$ cat src/pkg/svi_cfg.svh
// Register offsets, field positions and vectors of the interrupt unit
`ifndef SVI_CFG_SVH
`define SVI_CFG_SVH

`define SVI_ADDR_CTRL_PRI   8'h0b
`define SVI_ADDR_CTRL_SEC   8'h1e

`define SVI_BIT_GLOBAL_EN   0
`define SVI_BIT_EXT0_EN     1
`define SVI_BIT_EXT1_EN     2
`define SVI_BIT_CNT0_EN     3
`define SVI_BIT_EXT0_FLAG   4
`define SVI_BIT_EXT1_FLAG   5
`define SVI_BIT_CNT0_FLAG   6
`define SVI_BIT_CNT1_EN     0
`define SVI_BIT_TICK_EN     1
`define SVI_BIT_RTC_EN      2
`define SVI_BIT_CNT1_FLAG   4
`define SVI_BIT_TICK_FLAG   5
`define SVI_BIT_RTC_FLAG    6

`define SVI_VEC_EXT0        8'h04
`define SVI_VEC_EXT1        8'h08
`define SVI_VEC_CNT0        8'h0c
`define SVI_VEC_CNT1        8'h10
`define SVI_VEC_TICK        8'h14
`define SVI_VEC_RTC         8'h18

`define SVI_STACK_DEPTH     5'h10
`define SVI_NUM_SRC         6
`define SVI_CTRL_RESET      8'h00

`endif

$ cat src/pkg/svi_pkg.sv
// Types shared by the interrupt unit and its users
`default_nettype none
package svi_pkg;

    typedef logic [7:0] svi_byte_t;

    // Register port request from the core
    typedef struct packed {
        logic [7:0] addr;
        logic [7:0] wdata;
        logic       wr;
        logic       rd;
    } svi_reg_req_s;

    // Call request to the sequencer: push PC, branch to vector
    typedef struct packed {
        logic       call;
        logic [7:0] vector;
    } svi_call_s;

    typedef enum logic [1:0] {
        SVI_RUN  = 2'b00,
        SVI_HALT = 2'b01
    } svi_power_e;

endpackage : svi_pkg
`default_nettype wire

$ cat src/core/svi_irq_unit.sv
// Six-source vectored interrupt unit with its two control registers
//
// Chosen here: the address-and-strobe port.
`include "svi_cfg.svh"
`default_nettype none

module svi_irq_unit (
    input  wire logic                 clk,
    input  wire logic                 rst,
    input  wire svi_pkg::svi_reg_req_s reg_req,
    output logic [7:0]                reg_rdata,
    input  wire logic                 ext_irq_pin_a_n,
    input  wire logic                 ext_irq_pin_b_n,
    input  wire logic                 counter0_overflow,
    input  wire logic                 counter1_overflow,
    input  wire logic                 tick_pulse,
    input  wire logic                 rtclock_pulse,
    input  wire logic                 clock_phase_two,
    input  wire logic [4:0]           stack_level_pointer,
    input  wire logic                 return_instr,
    input  wire logic                 return_from_irq_instr,
    input  wire logic                 halted,
    output svi_pkg::svi_call_s        call_out,
    output logic                      wake_req
);

    localparam int N = `SVI_NUM_SRC;

    // Source index doubles as priority rank; index 0 wins
    localparam int SRC_EXT0 = 0;
    localparam int SRC_EXT1 = 1;
    localparam int SRC_CNT0 = 2;
    localparam int SRC_CNT1 = 3;
    localparam int SRC_TICK = 4;
    localparam int SRC_RTC  = 5;

    // Pin synchronisers: first stage feeds only the second
    logic [1:0]         pin_raw;
    logic [1:0]         pin_s1_q;
    logic [1:0]         pin_s1_d;
    logic [1:0]         pin_s2_q;
    logic [1:0]         pin_s2_d;
    logic [1:0]         pin_last_q;
    logic [1:0]         pin_last_d;

    // Enables and flags indexed by priority order
    logic               global_en_q;
    logic               global_en_d;
    logic [N-1:0]       enable_q;
    logic [N-1:0]       enable_d;
    logic [N-1:0]       flag_q;
    logic [N-1:0]       flag_d;
    logic [N-1:0]       event_in;
    logic [N-1:0]       wr_en_pri;
    logic [N-1:0]       wr_en_sec;
    logic [N-1:0]       eligible;
    logic [N-1:0]       grant;

    // Arbitration and answers
    logic               stack_full;
    logic               take;
    logic [7:0]         vector_sel;
    logic [7:0]         pri_image;
    logic [7:0]         sec_image;
    logic [7:0]         rdata_d;
    logic [7:0]         rdata_q;
    svi_pkg::svi_call_s call_d;
    svi_pkg::svi_call_s call_q;

    assign pin_raw = {ext_irq_pin_b_n, ext_irq_pin_a_n};

    // One synchroniser and edge history per external pin
    generate
        for (genvar p = 0; p < 2; p++) begin : g_pin
            always_comb begin
                pin_s1_d[p]   = pin_raw[p];
                pin_s2_d[p]   = pin_s1_q[p];
                pin_last_d[p] = pin_s2_q[p];
            end

            // Reset to the idle high level so release fakes no edge
            always_ff @(posedge clk) begin
                if (rst) begin
                    pin_s1_q[p]   <= 1'b1;
                    pin_s2_q[p]   <= 1'b1;
                    pin_last_q[p] <= 1'b1;
                end else begin
                    pin_s1_q[p]   <= pin_s1_d[p];
                    pin_s2_q[p]   <= pin_s2_d[p];
                    pin_last_q[p] <= pin_last_d[p];
                end
            end
        end
    endgenerate

    // Source events in priority order
    always_comb begin
        // Falling edge: high in the history stage, low now
        event_in[SRC_EXT0] = pin_last_q[0] & ~pin_s2_q[0];
        event_in[SRC_EXT1] = pin_last_q[1] & ~pin_s2_q[1];
        event_in[SRC_CNT0] = counter0_overflow;
        event_in[SRC_CNT1] = counter1_overflow;
        event_in[SRC_TICK] = tick_pulse;
        event_in[SRC_RTC]  = rtclock_pulse;
    end

    // Anything at or above sixteen counts as full, so a stray pointer
    // value can never let a push overrun the stack
    assign stack_full = (stack_level_pointer >= `SVI_STACK_DEPTH);

    // Eligible sources; only look when a phase-two pulse arrives
    assign eligible = flag_q & enable_q & {N{global_en_q}};
    assign take     = clock_phase_two & ~stack_full
                      & (|eligible);

    // Lowest index wins
    generate
        for (genvar i = 0; i < N; i++) begin : g_prio
            if (i == 0) begin : g_first
                assign grant[i] = eligible[i];
            end else begin : g_rest
                assign grant[i] = eligible[i] & ~(|eligible[i-1:0]);
            end
        end
    endgenerate

    always_comb begin
        unique case (1'b1)
            grant[0]: vector_sel = `SVI_VEC_EXT0;
            grant[1]: vector_sel = `SVI_VEC_EXT1;
            grant[2]: vector_sel = `SVI_VEC_CNT0;
            grant[3]: vector_sel = `SVI_VEC_CNT1;
            grant[4]: vector_sel = `SVI_VEC_TICK;
            grant[5]: vector_sel = `SVI_VEC_RTC;
            default:  vector_sel = 8'h00;
        endcase
    end

    // Software write strobes for each flag/enable
    logic wr_pri, wr_sec;
    assign wr_pri = reg_req.wr && (reg_req.addr == `SVI_ADDR_CTRL_PRI);
    assign wr_sec = reg_req.wr && (reg_req.addr == `SVI_ADDR_CTRL_SEC);
    assign wr_en_pri = {N{wr_pri}};
    assign wr_en_sec = {N{wr_sec}};

    // Software-visible byte of each flag and enable
    logic [N-1:0] sw_flag, sw_en, sw_wr;
    always_comb begin
        sw_flag = {reg_req.wdata[`SVI_BIT_RTC_FLAG],
                   reg_req.wdata[`SVI_BIT_TICK_FLAG],
                   reg_req.wdata[`SVI_BIT_CNT1_FLAG],
                   reg_req.wdata[`SVI_BIT_CNT0_FLAG],
                   reg_req.wdata[`SVI_BIT_EXT1_FLAG],
                   reg_req.wdata[`SVI_BIT_EXT0_FLAG]};
        sw_en   = {reg_req.wdata[`SVI_BIT_RTC_EN],
                   reg_req.wdata[`SVI_BIT_TICK_EN],
                   reg_req.wdata[`SVI_BIT_CNT1_EN],
                   reg_req.wdata[`SVI_BIT_CNT0_EN],
                   reg_req.wdata[`SVI_BIT_EXT1_EN],
                   reg_req.wdata[`SVI_BIT_EXT0_EN]};
        sw_wr   = {wr_en_sec[5:3], wr_en_pri[2:0]};
    end

    // Flags: hardware set beats any clear in the same cycle
    generate
        for (genvar i = 0; i < N; i++) begin : g_flag
            always_comb begin
                flag_d[i] = flag_q[i];
                if (sw_wr[i]) begin
                    flag_d[i] = sw_flag[i];
                end
                if (take && grant[i]) begin
                    flag_d[i] = 1'b0;
                end
                if (event_in[i]) begin
                    flag_d[i] = 1'b1;
                end
            end
        end
    endgenerate

    always_ff @(posedge clk) begin
        if (rst) begin
            flag_q <= '0;
        end else begin
            flag_q <= flag_d;
        end
    end

    // Enables change only by software writes
    generate
        for (genvar i = 0; i < N; i++) begin : g_enable
            always_comb begin
                enable_d[i] = sw_wr[i] ? sw_en[i] : enable_q[i];
            end
        end
    endgenerate

    always_ff @(posedge clk) begin
        if (rst) begin
            enable_q <= '0;
        end else begin
            enable_q <= enable_d;
        end
    end

    // Global enable: vectoring clears it, interrupt return sets it
    always_comb begin
        global_en_d = global_en_q;
        if (wr_pri) begin
            global_en_d = reg_req.wdata[`SVI_BIT_GLOBAL_EN];
        end
        if (return_from_irq_instr) begin
            global_en_d = 1'b1;
        end
        if (take) begin
            global_en_d = 1'b0;
        end
    end

    always_ff @(posedge clk) begin
        if (rst) begin
            global_en_q <= 1'b0;
        end else begin
            global_en_q <= global_en_d;
        end
    end

    // Byte images of both registers; spare bits stay 0
    always_comb begin
        pri_image                     = 8'h00;
        pri_image[`SVI_BIT_GLOBAL_EN] = global_en_q;
        pri_image[`SVI_BIT_EXT0_EN]   = enable_q[SRC_EXT0];
        pri_image[`SVI_BIT_EXT1_EN]   = enable_q[SRC_EXT1];
        pri_image[`SVI_BIT_CNT0_EN]   = enable_q[SRC_CNT0];
        pri_image[`SVI_BIT_EXT0_FLAG] = flag_q[SRC_EXT0];
        pri_image[`SVI_BIT_EXT1_FLAG] = flag_q[SRC_EXT1];
        pri_image[`SVI_BIT_CNT0_FLAG] = flag_q[SRC_CNT0];
    end

    always_comb begin
        sec_image                     = 8'h00;
        sec_image[`SVI_BIT_CNT1_EN]   = enable_q[SRC_CNT1];
        sec_image[`SVI_BIT_TICK_EN]   = enable_q[SRC_TICK];
        sec_image[`SVI_BIT_RTC_EN]    = enable_q[SRC_RTC];
        sec_image[`SVI_BIT_CNT1_FLAG] = flag_q[SRC_CNT1];
        sec_image[`SVI_BIT_TICK_FLAG] = flag_q[SRC_TICK];
        sec_image[`SVI_BIT_RTC_FLAG]  = flag_q[SRC_RTC];
    end

    // Read data, one cycle after the read strobe; unmapped reads give 0
    always_comb begin
        rdata_d = 8'h00;
        if (reg_req.rd) begin
            case (reg_req.addr)
                `SVI_ADDR_CTRL_PRI: rdata_d = pri_image;
                `SVI_ADDR_CTRL_SEC: rdata_d = sec_image;
                default:            rdata_d = 8'h00;
            endcase
        end
    end

    always_ff @(posedge clk) begin
        if (rst) begin
            rdata_q <= `SVI_CTRL_RESET;
        end else begin
            rdata_q <= rdata_d;
        end
    end

    // Call request: only the PC is pushed by the sequencer
    always_comb begin
        call_d.call   = take;
        call_d.vector = take ? vector_sel : 8'h00;
    end

    always_ff @(posedge clk) begin
        if (rst) begin
            call_q <= '0;
        end else begin
            call_q <= call_d;
        end
    end

    assign reg_rdata = rdata_q;
    assign call_out  = call_q;

    // Wake ignores the global enable: a halted core must resume even
    // with interrupts masked, and then carries on where it stopped
    logic [N-1:0] wake_src;
    always_comb begin
        wake_src = flag_q & enable_q;
    end
    assign wake_req  = halted & (|wake_src);

    // Plain return needs no action; listed for completeness of intent
    logic unused_ret;
    assign unused_ret = return_instr;

endmodule // svi_irq_unit
`default_nettype wire

$ cat config.mk
export PLATFORM = sky130hd
export DESIGN_NAME = svi_irq_unit
export DESIGN_NICKNAME = d
export VERILOG_FILES = /design/src/pkg/svi_pkg.sv /design/src/core/svi_irq_unit.sv
export VERILOG_INCLUDE_DIRS = /design/src /design/src/pkg
export SDC_FILE = /design/constraint.sdc
export NUM_CORES = 1
export LEC_CHECK = 0
export ABC_AREA = 1
export BUFFER_PORTS_ARGS = -buffer_cell sky130_fd_sc_hd__buf_2
export CORE_MARGIN = 3
export CORE_UTILIZATION = 51
export CTS_BUF_LIST = sky130_fd_sc_hd__clkbuf_4
export DETAILED_ROUTE_END_ITERATION = 6
export PLACE_DENSITY = 0.78
export REMOVE_ABC_BUFFERS = 1
export SYNTH_ARGS = -nofsm -noshare
export SYNTH_HDL_FRONTEND = slang
export SYNTH_SLANG_ARGS = --single-unit
$ cat constraint.sdc
create_clock -name clk -period 1.3 [get_ports clk]
set_input_delay 0.13 -clock clk [delete_from_list [all_inputs] [get_ports clk]]
set_output_delay 0.13 -clock clk [all_outputs]
set_load 0.02 [all_outputs]
==> impl_summary.log <==
INFO  metric grt_antenna_before_repair = 0
INFO  metric synth-seq-area-share = between 30% and 40%
INFO  metric antenna_cells = 0
INFO  metric ys.warnings.count = 0
INFO  metric cp_cell_sequence = nand2_2 > nand2_2 > nor2_2 > a31oi_1 > buf_4
INFO  metric unrepaired_setup_endpoints_after_global_routing = yes
INFO  metric report.power.total = 1.65 mW
INFO  metric worst_ep_arrival_time = approximately 1.2 ns
INFO  metric finalHoldViolations = 0
INFO  metric run_status = finished with violations
INFO  metric fin_cells = roughly 300
INFO  metric tritoncts.num_buffers = 5
INFO  metric area_leader_netlist = sky130_fd_sc_hd__dfxtp_1
INFO  metric io_pins = 53
INFO  metric maxCapViolCount = 0
INFO  metric post-place-ws = a little over 0.1 ns
INFO  metric detailedRoute.firstIterationViolations = 52
INFO  metric grt-ovfl-total = 0
INFO  metric final.setup.tns = -0.0626 ns
INFO  metric h-tree-depth = 2
INFO  metric placed_cell_area = between 1500 and 2000 µm²
INFO  metric critical_path.slowest_cell = sky130_fd_sc_hd__dfxtp_4
INFO  metric cts.root.buffer_cell = sky130_fd_sc_hd__clkbuf_4
INFO  metric clock_skew = between 0.004 and 0.005 ns
INFO  metric initial_cell_density_of_the_core = between 50 and 60%
INFO  metric syn-instance-count = 211
INFO  metric leakage = 0.925 nW
INFO  metric fraction_of_synthesis_flops_using_an_asynchronous_set_or_reset_pin = 0%
INFO  metric wl_per_cell = 12.4 µm
INFO  metric track_usage = 21.8%
INFO  metric peakVddDrop = roughly 720 µV
INFO  metric worstSetupPathType = reg2out
INFO  metric area_growth_syn_to_layout = 26.5%
INFO  metric r2r.worst_path.cells = 8
INFO  metric hold_class = in2reg
INFO  metric vias = 1566
INFO  metric num-nets-final = just over 300
INFO  metric synth.area.top_cells = sky130_fd_sc_hd__dfxtp_1 40%, sky130_fd_sc_hd__nand2_1 11%, sky130_fd_sc_hd__nand3_1 10%
INFO  metric insertion_delay = 0.33 ns
INFO  metric finalCritPeriodShare = 105%
INFO  metric first_global_vias = between 1000 and 1500
INFO  metric coreArea = 2780 µm²
INFO  metric routabilityCongestion = approximately 0.97
INFO  metric critical_path.top_delay_family = flip-flops
INFO  metric antenna_left = 0
INFO  metric synth_most_common_cell = sky130_fd_sc_hd__nand2_1
INFO  metric cts_buffer_depth = 2
INFO  metric postSynthAreaPerCell = roughly 7.1 µm²
INFO  metric critPathMaxStageDelay = roughly 0.36 ns
INFO  metric wirelength = 3.69 mm
INFO  metric die_width = 60.3 µm
INFO  metric critical_path.max_fanout = 2
INFO  metric finish.utilization = about two thirds
INFO  metric drcViolationCount = 0
INFO  metric tritoncts_clock_tree = yes
INFO  metric synth_area = about 1500 µm²
INFO  metric ys_ff_latch = 30
INFO  metric critical_path.most_common_cell = sky130_fd_sc_hd__nand2_2
INFO  metric synth_enable_flop_cells = 0
INFO  metric grt_pass1_wl = ~5.9 mm
INFO  metric final_layout_size_suffix_gt1_share = a little under 40%
INFO  metric numPlacedInstances = between 200 and 300
INFO  metric fill_cells = between 200 and 250
INFO  metric final_period_minus_worst_setup_slack = between 1 and 1.5 ns
INFO  metric row_count = 19
INFO  metric dp_hpwl = ~2.5 mm
INFO  metric fin_worst_hold_slack = between 0.02 and 0.03 ns
INFO  metric buffer_ports.inserted = 40
INFO  metric number_of_cells_on_the_critical_path = 5
INFO  metric finalInstanceArea = about 1900 µm²
INFO  metric worst_hold_stages = 3
INFO  metric synth_top_cell_area_share = about 40%
INFO  metric violations = negative setup slack
INFO  metric worst_slack = -0.0626 ns
INFO  metric design.die.area = roughly 3600 µm²
INFO  metric clkTransAtPathRegs = around 0.090 ns
INFO  metric synth_top_flop_cell = sky130_fd_sc_hd__dfxtp_1
INFO  metric critical_path.startpoint_type = flip-flop
INFO  metric die_height = between 60 and 70 µm
INFO  metric clock_sink_count = 30
INFO  metric setup_violations = 1
INFO  metric grt_max_degree = 16
INFO  metric avgViaCountPerCell = 5.26
INFO  metric end_kind = output pin
INFO  metric yosys.cell_types.count = 26
INFO  metric power.density = approximately 870 nW/µm²
INFO  metric path_buf_inv = 1
INFO  metric crit_required = approximately 1.2 ns
INFO  metric drtPass1Iterations = 4
INFO  metric max_freq = around 730 MHz
INFO  metric synth_commonest_cells = 43 x sky130_fd_sc_hd__nand2_1, 31 x sky130_fd_sc_hd__nand3_1, 30 x sky130_fd_sc_hd__dfxtp_1
INFO  metric finalMaxSlewViolations = 0
power by group:
part	leakage, nW	internal [mW]	switching, mW
sequential	0.249	0.942	0.0173
combinational	0.651	0.0863	0.125
clock	0.0246	0.184	0.292
metal layers:
layer / routed length, µm / global-route usage [%] / share of wire (%)
met1: 1590 / 27.9 / 43
met5: 0 / 0 / 0
met4: 57 / 9.81 / 1.5
met3: 268 / 5.83 / 7.3
met2: 1780 / 34.0 / 48
tightest hold or removal path, cell delays in order:
cell                      delay, ns
sky130_fd_sc_hd__buf_2         0.10
sky130_fd_sc_hd__inv_1         0.04
sky130_fd_sc_hd__a21oi_1       0.05
layout make-up:
type / count / area [µm²] / share of cell area, %
repair buffers: 56 / 328 / 17.2
clock buffers: 5 / 37.5 / 1.97
flip-flops and latches: 30 / 616 / 32.4
clock inverters: 1 / 3.75 / 0.197
well taps: 31 / 38.8 / 2.04
multi-input cells: 143 / 757 / 39.8
inverters: 32 / 120 / 6.32
state kept, by name (all words and copies together) (netlist names):
signal	cells
pin_s1_q	2
pin_last_d	2
flag_q	6
pin_last_q	2
enable_q	6
call_out	4
global_en_q	1
reg_rdata	7
timing repair:
item / CTS / global route
endpoints found under the hold margin: 2 / 0
resized for setup: 16 / 8
pin swaps: 2 / 3
setup buffers: 10 / 1
hold buffers: 2 / 0
gates cloned: 0 / 0
setup endpoints to repair: 1 / 10
cell families after synthesis:
kind of cell	Yosys count	share of synthesized area, %
flip-flops	30	40.0
AO/OA/AOI/OAI	32	11.7
other	1	0.250
AND/OR/NAND/NOR	105	34.6
buffers and inverters	43	13.4
final timing paths:
| kind | slack, ns | to | from |
|---|---|---|---|
| worst max-delay path | -0.06 | wake_req | flag_q[2] |
| worst min-delay path | 0.03 | flag_q[2] | counter0_overflow |
| worst max register to register | 0.01 | call_out[2] | flag_q[2] |
| worst min register to register | 0.42 | pin_last_d[1] | pin_s1_q[1] |
placed cells by master, fill, tap and decap left out:
master / count
sky130_fd_sc_hd__buf_2: 39
sky130_fd_sc_hd__nand2_1: 38
sky130_fd_sc_hd__nand3_1: 31
sky130_fd_sc_hd__inv_1: 23
sky130_fd_sc_hd__dfxtp_1: 20
sky130_fd_sc_hd__a21oi_1: 16
sky130_fd_sc_hd__buf_4: 15
sky130_fd_sc_hd__nor2_1: 10
sky130_fd_sc_hd__dfxtp_2: 9
sky130_fd_sc_hd__nand2_2: 7
sky130_fd_sc_hd__inv_2: 7
sky130_fd_sc_hd__o21ai_1: 7
sky130_fd_sc_hd__a21oi_2: 6
sky130_fd_sc_hd__conb_1: 6
sky130_fd_sc_hd__clkbuf_4: 5
sky130_fd_sc_hd__or2_2: 4
sky130_fd_sc_hd__nor2_2: 3
sky130_fd_sc_hd__nand3_2: 3
sky130_fd_sc_hd__nand4_1: 3
sky130_fd_sc_hd__clkinv_1: 3
sky130_fd_sc_hd__nor2_4: 2
sky130_fd_sc_hd__o21ai_2: 2
sky130_fd_sc_hd__dlygate4sd3_1: 2
sky130_fd_sc_hd__a31oi_1: 1
sky130_fd_sc_hd__nor3_2: 1
sky130_fd_sc_hd__nor3_4: 1
sky130_fd_sc_hd__nor3_1: 1
sky130_fd_sc_hd__nand3_4: 1
sky130_fd_sc_hd__dfxtp_4: 1
Note: power is estimated with default switching activity, not from simulation.
